[src/rtl/irq_unit_consts.svh]
// register offsets, field positions, reset values and vector addresses
// assumes inclusion by the interrupt unit design files and its test bench
`ifndef IRQ_UNIT_CONSTS_SVH
`define IRQ_UNIT_CONSTS_SVH

`define OFS_IRQ_CONTROL   4'h0
`define OFS_RESET_CONTROL 4'h1
`define OFS_FLAG          4'h2
`define OFS_ENABLE        4'h3
`define OFS_PRIORITY      4'h4
`define OFS_EDGE_SELECT   4'h5
`define OFS_PORT_B        4'h6
`define OFS_STATUS        4'h7
`define OFS_MASK          4'h8

`define BIT_GLOBAL_HIGH   7
`define BIT_PERIPH_LOW    6
`define BIT_PRIO_MODE     7
`define BIT_PORT_CHANGE   4

`define RST_EDGE_SELECT   4'hf
`define RST_PRIORITY      8'hff
`define CORE_SRC_MASK     8'h1f

`define VEC_HIGH          21'h000008
`define VEC_LOW           21'h000018

`define ST_HIGH_ENTRY     0
`define ST_LOW_ENTRY      1
`define ST_RETURN         2

`endif

[src/rtl/irq_unit_pkg.sv]
// types shared by the interrupt unit
// assumes nothing beyond a SystemVerilog compiler
package irq_unit_pkg;
	typedef enum logic [1:0] {LVL_NONE, LVL_HIGH, LVL_LOW, LVL_COMPAT} entry_level_e;
	typedef logic [7:0] byte_t;
endpackage

[src/rtl/two_level_irq_unit.sv]
// two-level interrupt priority unit: flags, enables, vectoring, return
// assumes one core clock per instruction cycle and a register port master
`timescale 1ns/1ps
`default_nettype none
`include "irq_unit_consts.svh"

// Summary of operation
// - each source high or low, two vectors
// - high preempts low service, never reverse
// - per source flag, enable, priority bits
// - priority mode bit, cleared at reset
// - priority mode: bit7 high, bit6 low enable
// - flag, enable, global enable vector at once
// - compatibility mode ignores priority bits
// - compatibility: bit6 peripherals, bit7 all
// - compatibility mode vectors only to high
// - entry clears the governing global enable
// - entry pushes return, loads vector
// - return pops, sets governing enable
// - pin events reach vector fixed latency
// - flags set regardless of the interrupt enables
// - edge select one rising, zero falling
// - port mismatch keeps flag set; read ends
module two_level_irq_unit (
	input  wire logic        CORE_CLK,
	input  wire logic        RST,
	input  wire logic        CE,
	input  wire logic [3:0]  ADDR,
	input  wire logic [7:0]  WDATA,
	input  wire logic        WR,
	input  wire logic        RD,
	output logic      [7:0]  RDATA,
	input  wire logic [3:0]  EXT_PIN,
	input  wire logic [3:0]  PORT_PIN,
	input  wire logic [2:0]  PERIPH_EVT,
	input  wire logic        RETURN_EXEC,
	output logic             IRQ,
	output logic             PC_LOAD,
	output logic      [20:0] PC_VECTOR,
	output logic             STACK_PUSH,
	output logic             STACK_POP,
	output logic      [1:0]  ENTRY_LEVEL
);
	logic [3:0] ext_level;
	logic [3:0] ext_prev;
	logic [3:0] ext_hit;
	logic [3:0] port_level;
	logic [3:0] port_latched;
	logic       port_mismatch;
	logic [7:0] sets;
	logic [7:0] flag;
	logic [7:0] enable;
	logic [7:0] priority_sel;
	logic [3:0] ext_irq_edge_select;
	logic       priority_mode_enable;
	logic       high_level_global_enable;
	logic       low_level_global_enable;
	logic       in_high;
	logic       in_low;
	logic [7:0] pend;
	logic       hi_req;
	logic       lo_req;
	logic       cm_req;
	logic [2:0] status;
	logic [2:0] mask;
	logic [2:0] ev;
	logic [7:0] next_rdata;
	irq_unit_pkg::entry_level_e next_level;

	pin_sync #(.WIDTH(4)) u_ext_sync (
		.CORE_CLK (CORE_CLK),
		.RST      (RST),
		.CE       (CE),
		.PIN      (EXT_PIN),
		.LEVEL    (ext_level)
	);

	pin_sync #(.WIDTH(4)) u_port_sync (
		.CORE_CLK (CORE_CLK),
		.RST      (RST),
		.CE       (CE),
		.PIN      (PORT_PIN),
		.LEVEL    (port_level)
	);

	port_change_detect u_port_change (
		.CORE_CLK  (CORE_CLK),
		.RST       (RST),
		.CE        (CE),
		.LEVEL     (port_level),
		.PORT_READ (RD && ADDR == `OFS_PORT_B),
		.LATCHED   (port_latched),
		.MISMATCH  (port_mismatch)
	);

	// edge detection on settled pin levels
	always_ff @(posedge CORE_CLK or posedge RST) begin
		if (RST) begin
			ext_prev <= 4'h0;
		end else if (CE) begin
			ext_prev <= ext_level;
		end
	end

	assign ext_hit = (ext_irq_edge_select & ext_level & ~ext_prev)
		| (~ext_irq_edge_select & ~ext_level & ext_prev);
	assign sets = {PERIPH_EVT, port_mismatch, ext_hit};

	// flags set on events whatever the enables; set wins over a write
	always_ff @(posedge CORE_CLK or posedge RST) begin
		if (RST) begin
			flag <= 8'h00;
		end else if (CE) begin
			if (WR && ADDR == `OFS_FLAG) begin
				flag <= WDATA | sets;
			end else begin
				flag <= flag | sets;
			end
		end
	end

	// per source enable, priority and edge controls
	always_ff @(posedge CORE_CLK or posedge RST) begin
		if (RST) begin
			enable              <= 8'h00;
			priority_sel        <= `RST_PRIORITY;
			ext_irq_edge_select <= `RST_EDGE_SELECT;
			mask                <= 3'h0;
		end else if (CE && WR) begin
			if (ADDR == `OFS_ENABLE) begin
				enable <= WDATA;
			end
			if (ADDR == `OFS_PRIORITY) begin
				priority_sel <= WDATA;
			end
			if (ADDR == `OFS_EDGE_SELECT) begin
				ext_irq_edge_select <= WDATA[3:0];
			end
			if (ADDR == `OFS_MASK) begin
				mask <= WDATA[2:0];
			end
		end
	end

	always_ff @(posedge CORE_CLK or posedge RST) begin
		if (RST) begin
			priority_mode_enable <= 1'b0;
		end else if (CE && WR && ADDR == `OFS_RESET_CONTROL) begin
			priority_mode_enable <= WDATA[`BIT_PRIO_MODE];
		end
	end

	// request evaluation
	assign pend   = flag & enable;
	assign hi_req = priority_mode_enable && high_level_global_enable
		&& |(pend & priority_sel);
	assign lo_req = priority_mode_enable && high_level_global_enable
		&& low_level_global_enable && |(pend & ~priority_sel) && !hi_req;
	assign cm_req = !priority_mode_enable && high_level_global_enable
		&& |(pend & (`CORE_SRC_MASK | {8{low_level_global_enable}}));

	always_comb begin
		next_level = irq_unit_pkg::LVL_NONE;
		if (hi_req) begin
			next_level = irq_unit_pkg::LVL_HIGH;
		end else if (lo_req) begin
			next_level = irq_unit_pkg::LVL_LOW;
		end else if (cm_req) begin
			next_level = irq_unit_pkg::LVL_COMPAT;
		end
	end

	// global enables: software write, return restore, entry clear
	always_ff @(posedge CORE_CLK or posedge RST) begin
		if (RST) begin
			high_level_global_enable <= 1'b0;
			low_level_global_enable  <= 1'b0;
		end else if (CE) begin
			if (WR && ADDR == `OFS_IRQ_CONTROL) begin
				high_level_global_enable <= WDATA[`BIT_GLOBAL_HIGH];
				low_level_global_enable  <= WDATA[`BIT_PERIPH_LOW];
			end
			if (RETURN_EXEC) begin
				if (!priority_mode_enable || in_high) begin
					high_level_global_enable <= 1'b1;
				end else begin
					low_level_global_enable <= 1'b1;
				end
			end
			unique case (next_level)
				irq_unit_pkg::LVL_HIGH,
				irq_unit_pkg::LVL_COMPAT: high_level_global_enable <= 1'b0;
				irq_unit_pkg::LVL_LOW:    low_level_global_enable  <= 1'b0;
				irq_unit_pkg::LVL_NONE: begin
				end
			endcase
		end
	end

	// service level tracking for nested return
	always_ff @(posedge CORE_CLK or posedge RST) begin
		if (RST) begin
			in_high <= 1'b0;
			in_low  <= 1'b0;
		end else if (CE) begin
			if (RETURN_EXEC) begin
				if (in_high) begin
					in_high <= 1'b0;
				end else begin
					in_low <= 1'b0;
				end
			end
			if (next_level == irq_unit_pkg::LVL_HIGH || next_level == irq_unit_pkg::LVL_COMPAT) begin
				in_high <= 1'b1;
			end
			if (next_level == irq_unit_pkg::LVL_LOW) begin
				in_low <= 1'b1;
			end
		end
	end

	// core sequencer strobes
	always_ff @(posedge CORE_CLK or posedge RST) begin
		if (RST) begin
			PC_LOAD     <= 1'b0;
			STACK_PUSH  <= 1'b0;
			STACK_POP   <= 1'b0;
			PC_VECTOR   <= 21'h000000;
			ENTRY_LEVEL <= 2'h0;
		end else if (CE) begin
			PC_LOAD     <= (next_level != irq_unit_pkg::LVL_NONE);
			STACK_PUSH  <= (next_level != irq_unit_pkg::LVL_NONE);
			STACK_POP   <= RETURN_EXEC;
			ENTRY_LEVEL <= next_level;
			if (next_level == irq_unit_pkg::LVL_LOW) begin
				PC_VECTOR <= `VEC_LOW;
			end else if (next_level != irq_unit_pkg::LVL_NONE) begin
				PC_VECTOR <= `VEC_HIGH;
			end
		end
	end

	// sticky event status, cleared by read, set wins
	assign ev = {RETURN_EXEC, next_level == irq_unit_pkg::LVL_LOW,
		next_level == irq_unit_pkg::LVL_HIGH || next_level == irq_unit_pkg::LVL_COMPAT};

	always_ff @(posedge CORE_CLK or posedge RST) begin
		if (RST) begin
			status <= 3'h0;
			IRQ    <= 1'b0;
		end else if (CE) begin
			if (RD && ADDR == `OFS_STATUS) begin
				status <= ev;
			end else begin
				status <= status | ev;
			end
			IRQ <= |(status & mask);
		end
	end

	// register read port
	always_comb begin
		next_rdata = 8'h00;
		unique case (ADDR)
			`OFS_IRQ_CONTROL:   next_rdata = {high_level_global_enable, low_level_global_enable, 6'h00};
			`OFS_RESET_CONTROL: next_rdata = {priority_mode_enable, 7'h00};
			`OFS_FLAG:          next_rdata = flag;
			`OFS_ENABLE:        next_rdata = enable;
			`OFS_PRIORITY:      next_rdata = priority_sel;
			`OFS_EDGE_SELECT:   next_rdata = {4'h0, ext_irq_edge_select};
			`OFS_PORT_B:        next_rdata = {port_level, 4'h0};
			`OFS_STATUS:        next_rdata = {5'h00, status};
			`OFS_MASK:          next_rdata = {5'h00, mask};
			default:            next_rdata = 8'h00;
		endcase
	end

	always_ff @(posedge CORE_CLK or posedge RST) begin
		if (RST) begin
			RDATA <= 8'h00;
		end else if (CE) begin
			RDATA <= RD ? next_rdata : 8'h00;
		end
	end
endmodule
`default_nettype wire

[src/rtl/pin_sync.sv]
// three-flop pin synchroniser with agreement filter
// assumes asynchronous pins and a clock enable that freezes state
`timescale 1ns/1ps
`default_nettype none
module pin_sync #(
	parameter int WIDTH = 4
) (
	input  wire logic             CORE_CLK,
	input  wire logic             RST,
	input  wire logic             CE,
	input  wire logic [WIDTH-1:0] PIN,
	output logic      [WIDTH-1:0] LEVEL
);
	logic [WIDTH-1:0] s1;
	logic [WIDTH-1:0] s2;
	logic [WIDTH-1:0] s3;

	always_ff @(posedge CORE_CLK or posedge RST) begin
		if (RST) begin
			s1 <= '0;
			s2 <= '0;
			s3 <= '0;
		end else if (CE) begin
			s1 <= PIN;
			s2 <= s1;
			s3 <= s2;
		end
	end

	// level follows once second and third stage agree
	always_ff @(posedge CORE_CLK or posedge RST) begin
		if (RST) begin
			LEVEL <= '0;
		end else if (CE) begin
			LEVEL <= (s2 & s3) | (LEVEL & (s2 | s3));
		end
	end
endmodule
`default_nettype wire

[src/rtl/port_change_detect.sv]
// port-change mismatch detector for the upper four port pins
// assumes synchronised pin levels and a one-cycle port read strobe
`timescale 1ns/1ps
`default_nettype none
module port_change_detect (
	input  wire logic       CORE_CLK,
	input  wire logic       RST,
	input  wire logic       CE,
	input  wire logic [3:0] LEVEL,
	input  wire logic       PORT_READ,
	output logic      [3:0] LATCHED,
	output logic            MISMATCH
);
	// reading the port reloads the latch and ends the mismatch
	always_ff @(posedge CORE_CLK or posedge RST) begin
		if (RST) begin
			LATCHED <= 4'h0;
		end else if (CE && PORT_READ) begin
			LATCHED <= LEVEL;
		end
	end

	assign MISMATCH = (LEVEL != LATCHED);
endmodule
`default_nettype wire

[config.mk]
export PLATFORM = sky130hd
export DESIGN_NAME = two_level_irq_unit
export DESIGN_NICKNAME = d
export VERILOG_FILES = /design/src/rtl/irq_unit_pkg.sv /design/src/rtl/two_level_irq_unit.sv /design/src/rtl/pin_sync.sv /design/src/rtl/port_change_detect.sv
export VERILOG_INCLUDE_DIRS = /design/src /design/src/rtl
export SDC_FILE = /design/constraint.sdc
export NUM_CORES = 1
export LEC_CHECK = 0
export ABC_AREA = 1
export ABC_CLOCK_PERIOD_IN_PS = 3300
export BUFFER_PORTS_ARGS = -buffer_cell sky130_fd_sc_hd__buf_2
export CORE_ASPECT_RATIO = 1.5
export CORE_MARGIN = 8
export CORE_UTILIZATION = 48
export CTS_CLUSTER_DIAMETER = 100
export CTS_CLUSTER_SIZE = 12
export DETAILED_ROUTE_END_ITERATION = 10
export PLACE_DENSITY_LB_ADDON = 0.1
export SYNTH_ARGS = -nofsm -noshare
export SYNTH_HDL_FRONTEND = slang
export SYNTH_SLANG_ARGS = --single-unit
[constraint.sdc]
create_clock -name CORE_CLK -period 3.3 [get_ports CORE_CLK]
set_input_delay 0.33 -clock CORE_CLK [delete_from_list [all_inputs] [get_ports CORE_CLK]]
set_output_delay 0.33 -clock CORE_CLK [all_outputs]
set_load 0.02 [all_outputs]
# Word level (Yosys, flattened, before mapping)
# Index checks and enable logic that the tools add are counted.
# Widths: inputs -> output; s select.
[classes]
eq_ne = 12
muxes = 19
n_bitwise = 25
reduce_logical = 33
[ops]
columns = ["operator", "n"]
rows = [
  ["$pmux 8 s9", 1],
  ["$mux 21", 2],
  ["$and 4x4->4", 8],
  ["$and 8x8->8", 4],
  ["$reduce_or 8->1", 3],
  ["$or 4x4->4", 5],
  ["$eq 4x3->1 const B", 4],
  ["$mux 8", 2],
  ["$or 8x8->8", 2],
  ["$logic_and 1x1->1", 14],
  ["$not 4->4", 3],
  ["$reduce_and 2->1", 6],
  ["$mux 1", 10],
  ["$eq 4x2->1 const B", 2],
  ["$not 8->8", 1],
  ["$mux 2", 3],
  ["$reduce_bool 2->1", 3],
  ["$eq 2x2->1 const B", 2],
  ["$eq 4x1->1 const B", 1],
  ["$eq 4x4->1 const B", 1],
  ["$logic_not 4->1", 1],
  ["$ne 4x4->1", 1],
  ["$and 3x3->3", 1],
  ["$mux 3", 1],
  ["6 further kinds", 8],
]
[word_totals]
ff_bits = 112
input_bits = 29
output_inout_bits = 35

# Depth between registers and ports, before layout
[logic_depth]
ltp_word = 12
mapped_depth = 10

# Cells and area by module
# A second synthesis with hierarchy kept.
[unflattened]
hier_cells = 605
hier_area_um2 = 4675.7
[by_module_without_submodules]
columns = ["mod", "n_inst", "cells_per_inst", "area_per_inst_um2"]
rows = [
  ["two_level_irq_unit", 1, 406, 3085.5],
  ["pin_sync", 2, 81, 679.4],
  ["port_change_detect", 1, 37, 231.5],
]

# Worst setup path before layout
# No wires, ideal clock.
[synth_path]
kind = "register to register"
startpoint = "register priority_sel[1]"
endpoint = "register PC_VECTOR[3]"
setup_ns = 0.120
arrival_ns = 1.060
path_slack_ns = 2.121
path_stages_with_launch = 10
n_path_buf = 0
path_cell_list = "dfstp_2 > inv_1 > nand3_1 > nand2_1 > nor2_1 > nand2_1 > nand2_1 > nand3_1 > nand2_1 > nand2_1"
[synth_between]
elab_chain_cells = 10
[synth_rtl]
columns = ["item", "line", "text"]
rows = [
  ["start, declared", "two_level_irq_unit.sv:53", "logic [7:0] priority_sel;"],
  ["start signal, assigned", "two_level_irq_unit.sv:126", "priority_sel <= `RST_PRIORITY;"],
  ["$and 8x8->8 or $not 8->8 (tied branches)", "two_level_irq_unit.sv:156, two_level_irq_unit.sv:158", ""],
  ["$reduce_or 8->1 or $and 8x8->8 (tied branches)", "two_level_irq_unit.sv:156, two_level_irq_unit.sv:158", ""],
  ["$logic_and 1x1->1 or $reduce_or 8->1 (tied branches)", "two_level_irq_unit.sv:156, two_level_irq_unit.sv:158", ""],
  ["$logic_not 1->1 or $logic_and 1x1->1 (tied branches)", "two_level_irq_unit.sv:158", "&& low_level_global_enable && |(pend & ~priority_sel) && !hi_req;"],
  ["$logic_and 1x1->1", "two_level_irq_unit.sv:158", ""],
  ["$mux 2", "two_level_irq_unit.sv:166", "end else if (lo_req) begin"],
  ["$mux 2 *", "two_level_irq_unit.sv:164", "if (hi_req) begin"],
  ["$eq 2x2->1 or $reduce_bool 2->1 (tied branches)", "two_level_irq_unit.sv:235, two_level_irq_unit.sv:237", ""],
  ["$reduce_bool 2->1 (no line)", "--", ""],
  ["$reduce_and 2->1 (no line)", "--", ""],
  ["end signal, assigned", "two_level_irq_unit.sv:236", "PC_VECTOR <= `VEC_LOW;"],
  ["end signal, assigned", "two_level_irq_unit.sv:238", "PC_VECTOR <= `VEC_HIGH;"],
  ["end, declared", "two_level_irq_unit.sv:39", "output logic [20:0] PC_VECTOR,"],
]
# Mark *: on every way between the ends. The rest lies on a longest branch, timed or not.
# A chain may end at the register's enable or synchronous reset.

# Final worst setup path
# Same ends and word-level chain as after synthesis.

==> reports/metrics.cfg <==
[logic_synthesis]
ys_seq_area_frac=0.5146
synth_top_flop_cell=dfrtp_1
yosysWarnings=0
synth_adder_area_share=0
yosys.area_share.simple=0.2658
async_reset_ff_frac=1.000
ys_ff_latch=93
synth_xor_area_frac=0.007697
synth_compound_area_frac=0.1089
ys_top_cells_by_area=dfrtp_1 (45%), nand2_1 (17%), dfstp_2 (6.9%), o21ai_0 (4.0%), inv_1 (3.9%)
synth_top_area_frac=0.4453
synth_edf_count=0
synth_top_family_by_area=simple AND/OR/NAND/NOR gates
synth_cells=561
synth_top_cell_by_area=dfrtp_1
muxShareOfSynthArea=0.006597
avgSynthCellArea_um2=8.114
yosysUniqueCellTypes=38
syn_area_um2=4552

[cts]
postCtsResizedCells=0
clockBufferDepth=2
clk_latency_ns=0.34
hold_buffers=0
root_buffer=clkbuf_16
cts_setup_buffers=0
cts-buffers-inserted=9
cts_sinks=93
clk_pin_slew_ns=0.06
cts_max_level=3
cts_tree=done

[worst_setup_path]
cp-startpoint=priority_sel[1]$_DFFE_PP1P_
crit_arrival_ns=1.63
path_buf_inv=1
ff2ff_path_depth=9
cp_max_fo=3
cp.depth=9
cpMostUsedCell=nand2_1
r2r-end=PC_VECTOR[3]$_DFFE_PP0P_
crit_path_start_kind=register
cpMaxStageDelayCell=dfstp_2
worstSetupEndpoint=PC_VECTOR[3]$_DFFE_PP0P_
cp_data_required_time_ns=3.52
slowest_delay_ns=0.55
regToRegStartpoint=priority_sel[1]$_DFFE_PP1P_
cp_cell_sequence=inv_1 -> nand3_1 -> nand2_1 -> nor2_1 -> nand2_1 -> nand2_1 -> nand3_1 -> nand2_1 -> nand2_1
regToRegSetupSlack_ns=1.89
crit_family=simple AND/OR/NAND/NOR gates
worstSetupPathType=register to register
endpoint_kind=register

[timing]
fmax_mhz=711.0
tightestPinTransition_ns=0.5720
rsz0062_at_grt=no
setup_tns_ns=0
timing.final.crit_share=0.4262
slew_viol_final=0
hold_violations=0
setup_viol=0
clock_skew_ns=0.003869
relSlewSlack=0.6182
period_needed_ns=1.406
worst_slack_ns=1.894

[cells_and_area]
finalNetCount=633
areaGrowthSynthToFinish_pct=11.60
drive_above_1_share=0.1694
final_cells=720
n_antenna_cell=0
design_area_um2=5080
post-route-util=0.5489

[detailed_routing]
wirelength_um=10460
drtAntennaViolNets=0
vias=3639
first_pass_iters=5
via_per_inst=5.054
drtIter0Drc=188
drcViolationCount=0
wl_per_cell_um=14.53

[place]
globalplace.congestion=0.8871
dpl_cell_area_um2=4792
dp_cells=705
port_buffers=44
dp_hpwl_um=7772
pre_cts_slack_ns=1.696

[die]
dieWidth_um=95.51
fp.dieH_um=135.3
io_pins=64
core_um2=9254
num_rows=43
initial_core_util=0.4919
die_area_um2=12920

[grt]
grt.busiest_layer=met2
use_met2=0.2966
antenna_found_initial=0
grt_max_degree=63
use_met3=0.02497
met1_usage=0.2195
grt_pass1_vias=3746
gr-total-overflow=0
grt_usage=0.1770
grt_pass1_wl_um=17950

[power_and_ir_drop]
swShare=0.3118
ir_drop_v=0.0003167
power.switching_mw=0.9718
clkPwrFrac=0.322
cellPowerDensity_nw_per_um2=613.5
p_leak_nw=2.647
combPwrFrac=0.187
power.share.sequential=0.491
p_int_mw=2.145

[worst_hold_path]
hold_class=input pin to asynchronous set/reset pin

[run]
maxCapViolations=0

[status]
status=complete, no violations

metal layers:
layer  up-vias  part of all wire
met5         -                 0
met4         0             0.020
met3        14             0.042
met2        76              0.49
met1      1710              0.45
li1       1839                 -
worst register-to-register path, delay by kind of cell, from the launching register on:
family | cells | cell delay, ns
simple gates | 8 | 0.68
flops | 1 | 0.55
buf+inv | 1 | 0.06
layout by cell type, fill, tap and decap left out, types with 5 or more instances in the layout:
| master | instances |
|---|---|
| inv_2 | 7 |
| nand2_1 | 207 |
| nand4_1 | 7 |
| inv_1 | 46 |
| nor2_2 | 5 |
| nand3_1 | 22 |
| conb_1 | 19 |
| dfrtp_1 | 81 |
| buf_2 | 44 |
| o211ai_1 | 7 |
| clkbuf_16 | 9 |
| nor2_1 | 32 |
| dfstp_2 | 12 |
| o21ai_0 | 36 |
| o21ai_1 | 21 |
cells in the mapped netlist, drive strengths merged (3+ instances only):
library cell  instances
nor2                 39
a21oi                 4
o2111ai               4
nand4                 7
o211ai               10
nor3                  4
inv                  54
dfrtp                81
nand3                23
xnor2                 4
clkbuf                4
a31oi                 3
nand2               212
dfstp                12
o21ai                57
buf                  29
a22oi                 3
cells by family after synthesis:
kind of cell    Yosys count
simple gates            289
other cells               1
compound gates           83
flops                    93
buf+inv                  89
xor+xnor                  4
mux                       2
per-stage QoR:
stage	hold slack, ns	power, mW
2_1_floorplan	0.4420	1.961
3_3_place_gp	0.4005	2.124
3_5_place_dp	0.4084	2.139
4_1_cts	0.04636	3.143
5_1_grt	0.07452	3.294
6_report	0.02463	3.116
worst min-delay path by stage:
stage / start / to / slack (ns) / cells past startpoint
3_3_place_gp: RST / u_ext_sync.s2[0]$_DFFE_PP0P_ / 0.40 / 2
2_1_floorplan: in_high$_DFFE_PP0P_ / in_high$_DFFE_PP0P_ / 0.44 / 2
3_5_place_dp: RST / u_ext_sync.s2[0]$_DFFE_PP0P_ / 0.41 / 2
5_1_grt: RST / u_ext_sync.s3[0]$_DFFE_PP0P_ / 0.07 / 2
4_1_cts: RST / u_ext_sync.s2[0]$_DFFE_PP0P_ / 0.05 / 2
6_report: RST / u_ext_sync.s2[0]$_DFFE_PP0P_ / 0.02 / 2
area by class of cell:
cell class	count	area, um2
timing repair buffer	47	255.2
multi-input combinational	397	1842
tap	112	140.1
inverter	56	212.7
fill	923	4174
sequential	93	2342
clock inverter	2	17.52
clock buffer	13	270.3
power by group through the flow:
stage               Sequential, mW  Combinational (mW)  Clock [mW]
floorplan                     1.53               0.432           0
global placement              1.54               0.579           0
detailed placement            1.55               0.588           0
CTS                           1.53               0.591        1.02
global route                  1.56               0.677        1.06
finish                        1.53               0.583        1.00
registers in the layout, summed over array words and instances (netlist names), 8 cells and up:
name          count
priority_sel      8
RDATA             8
flag              8
enable            8
Power figures use the tool's default switching activity.
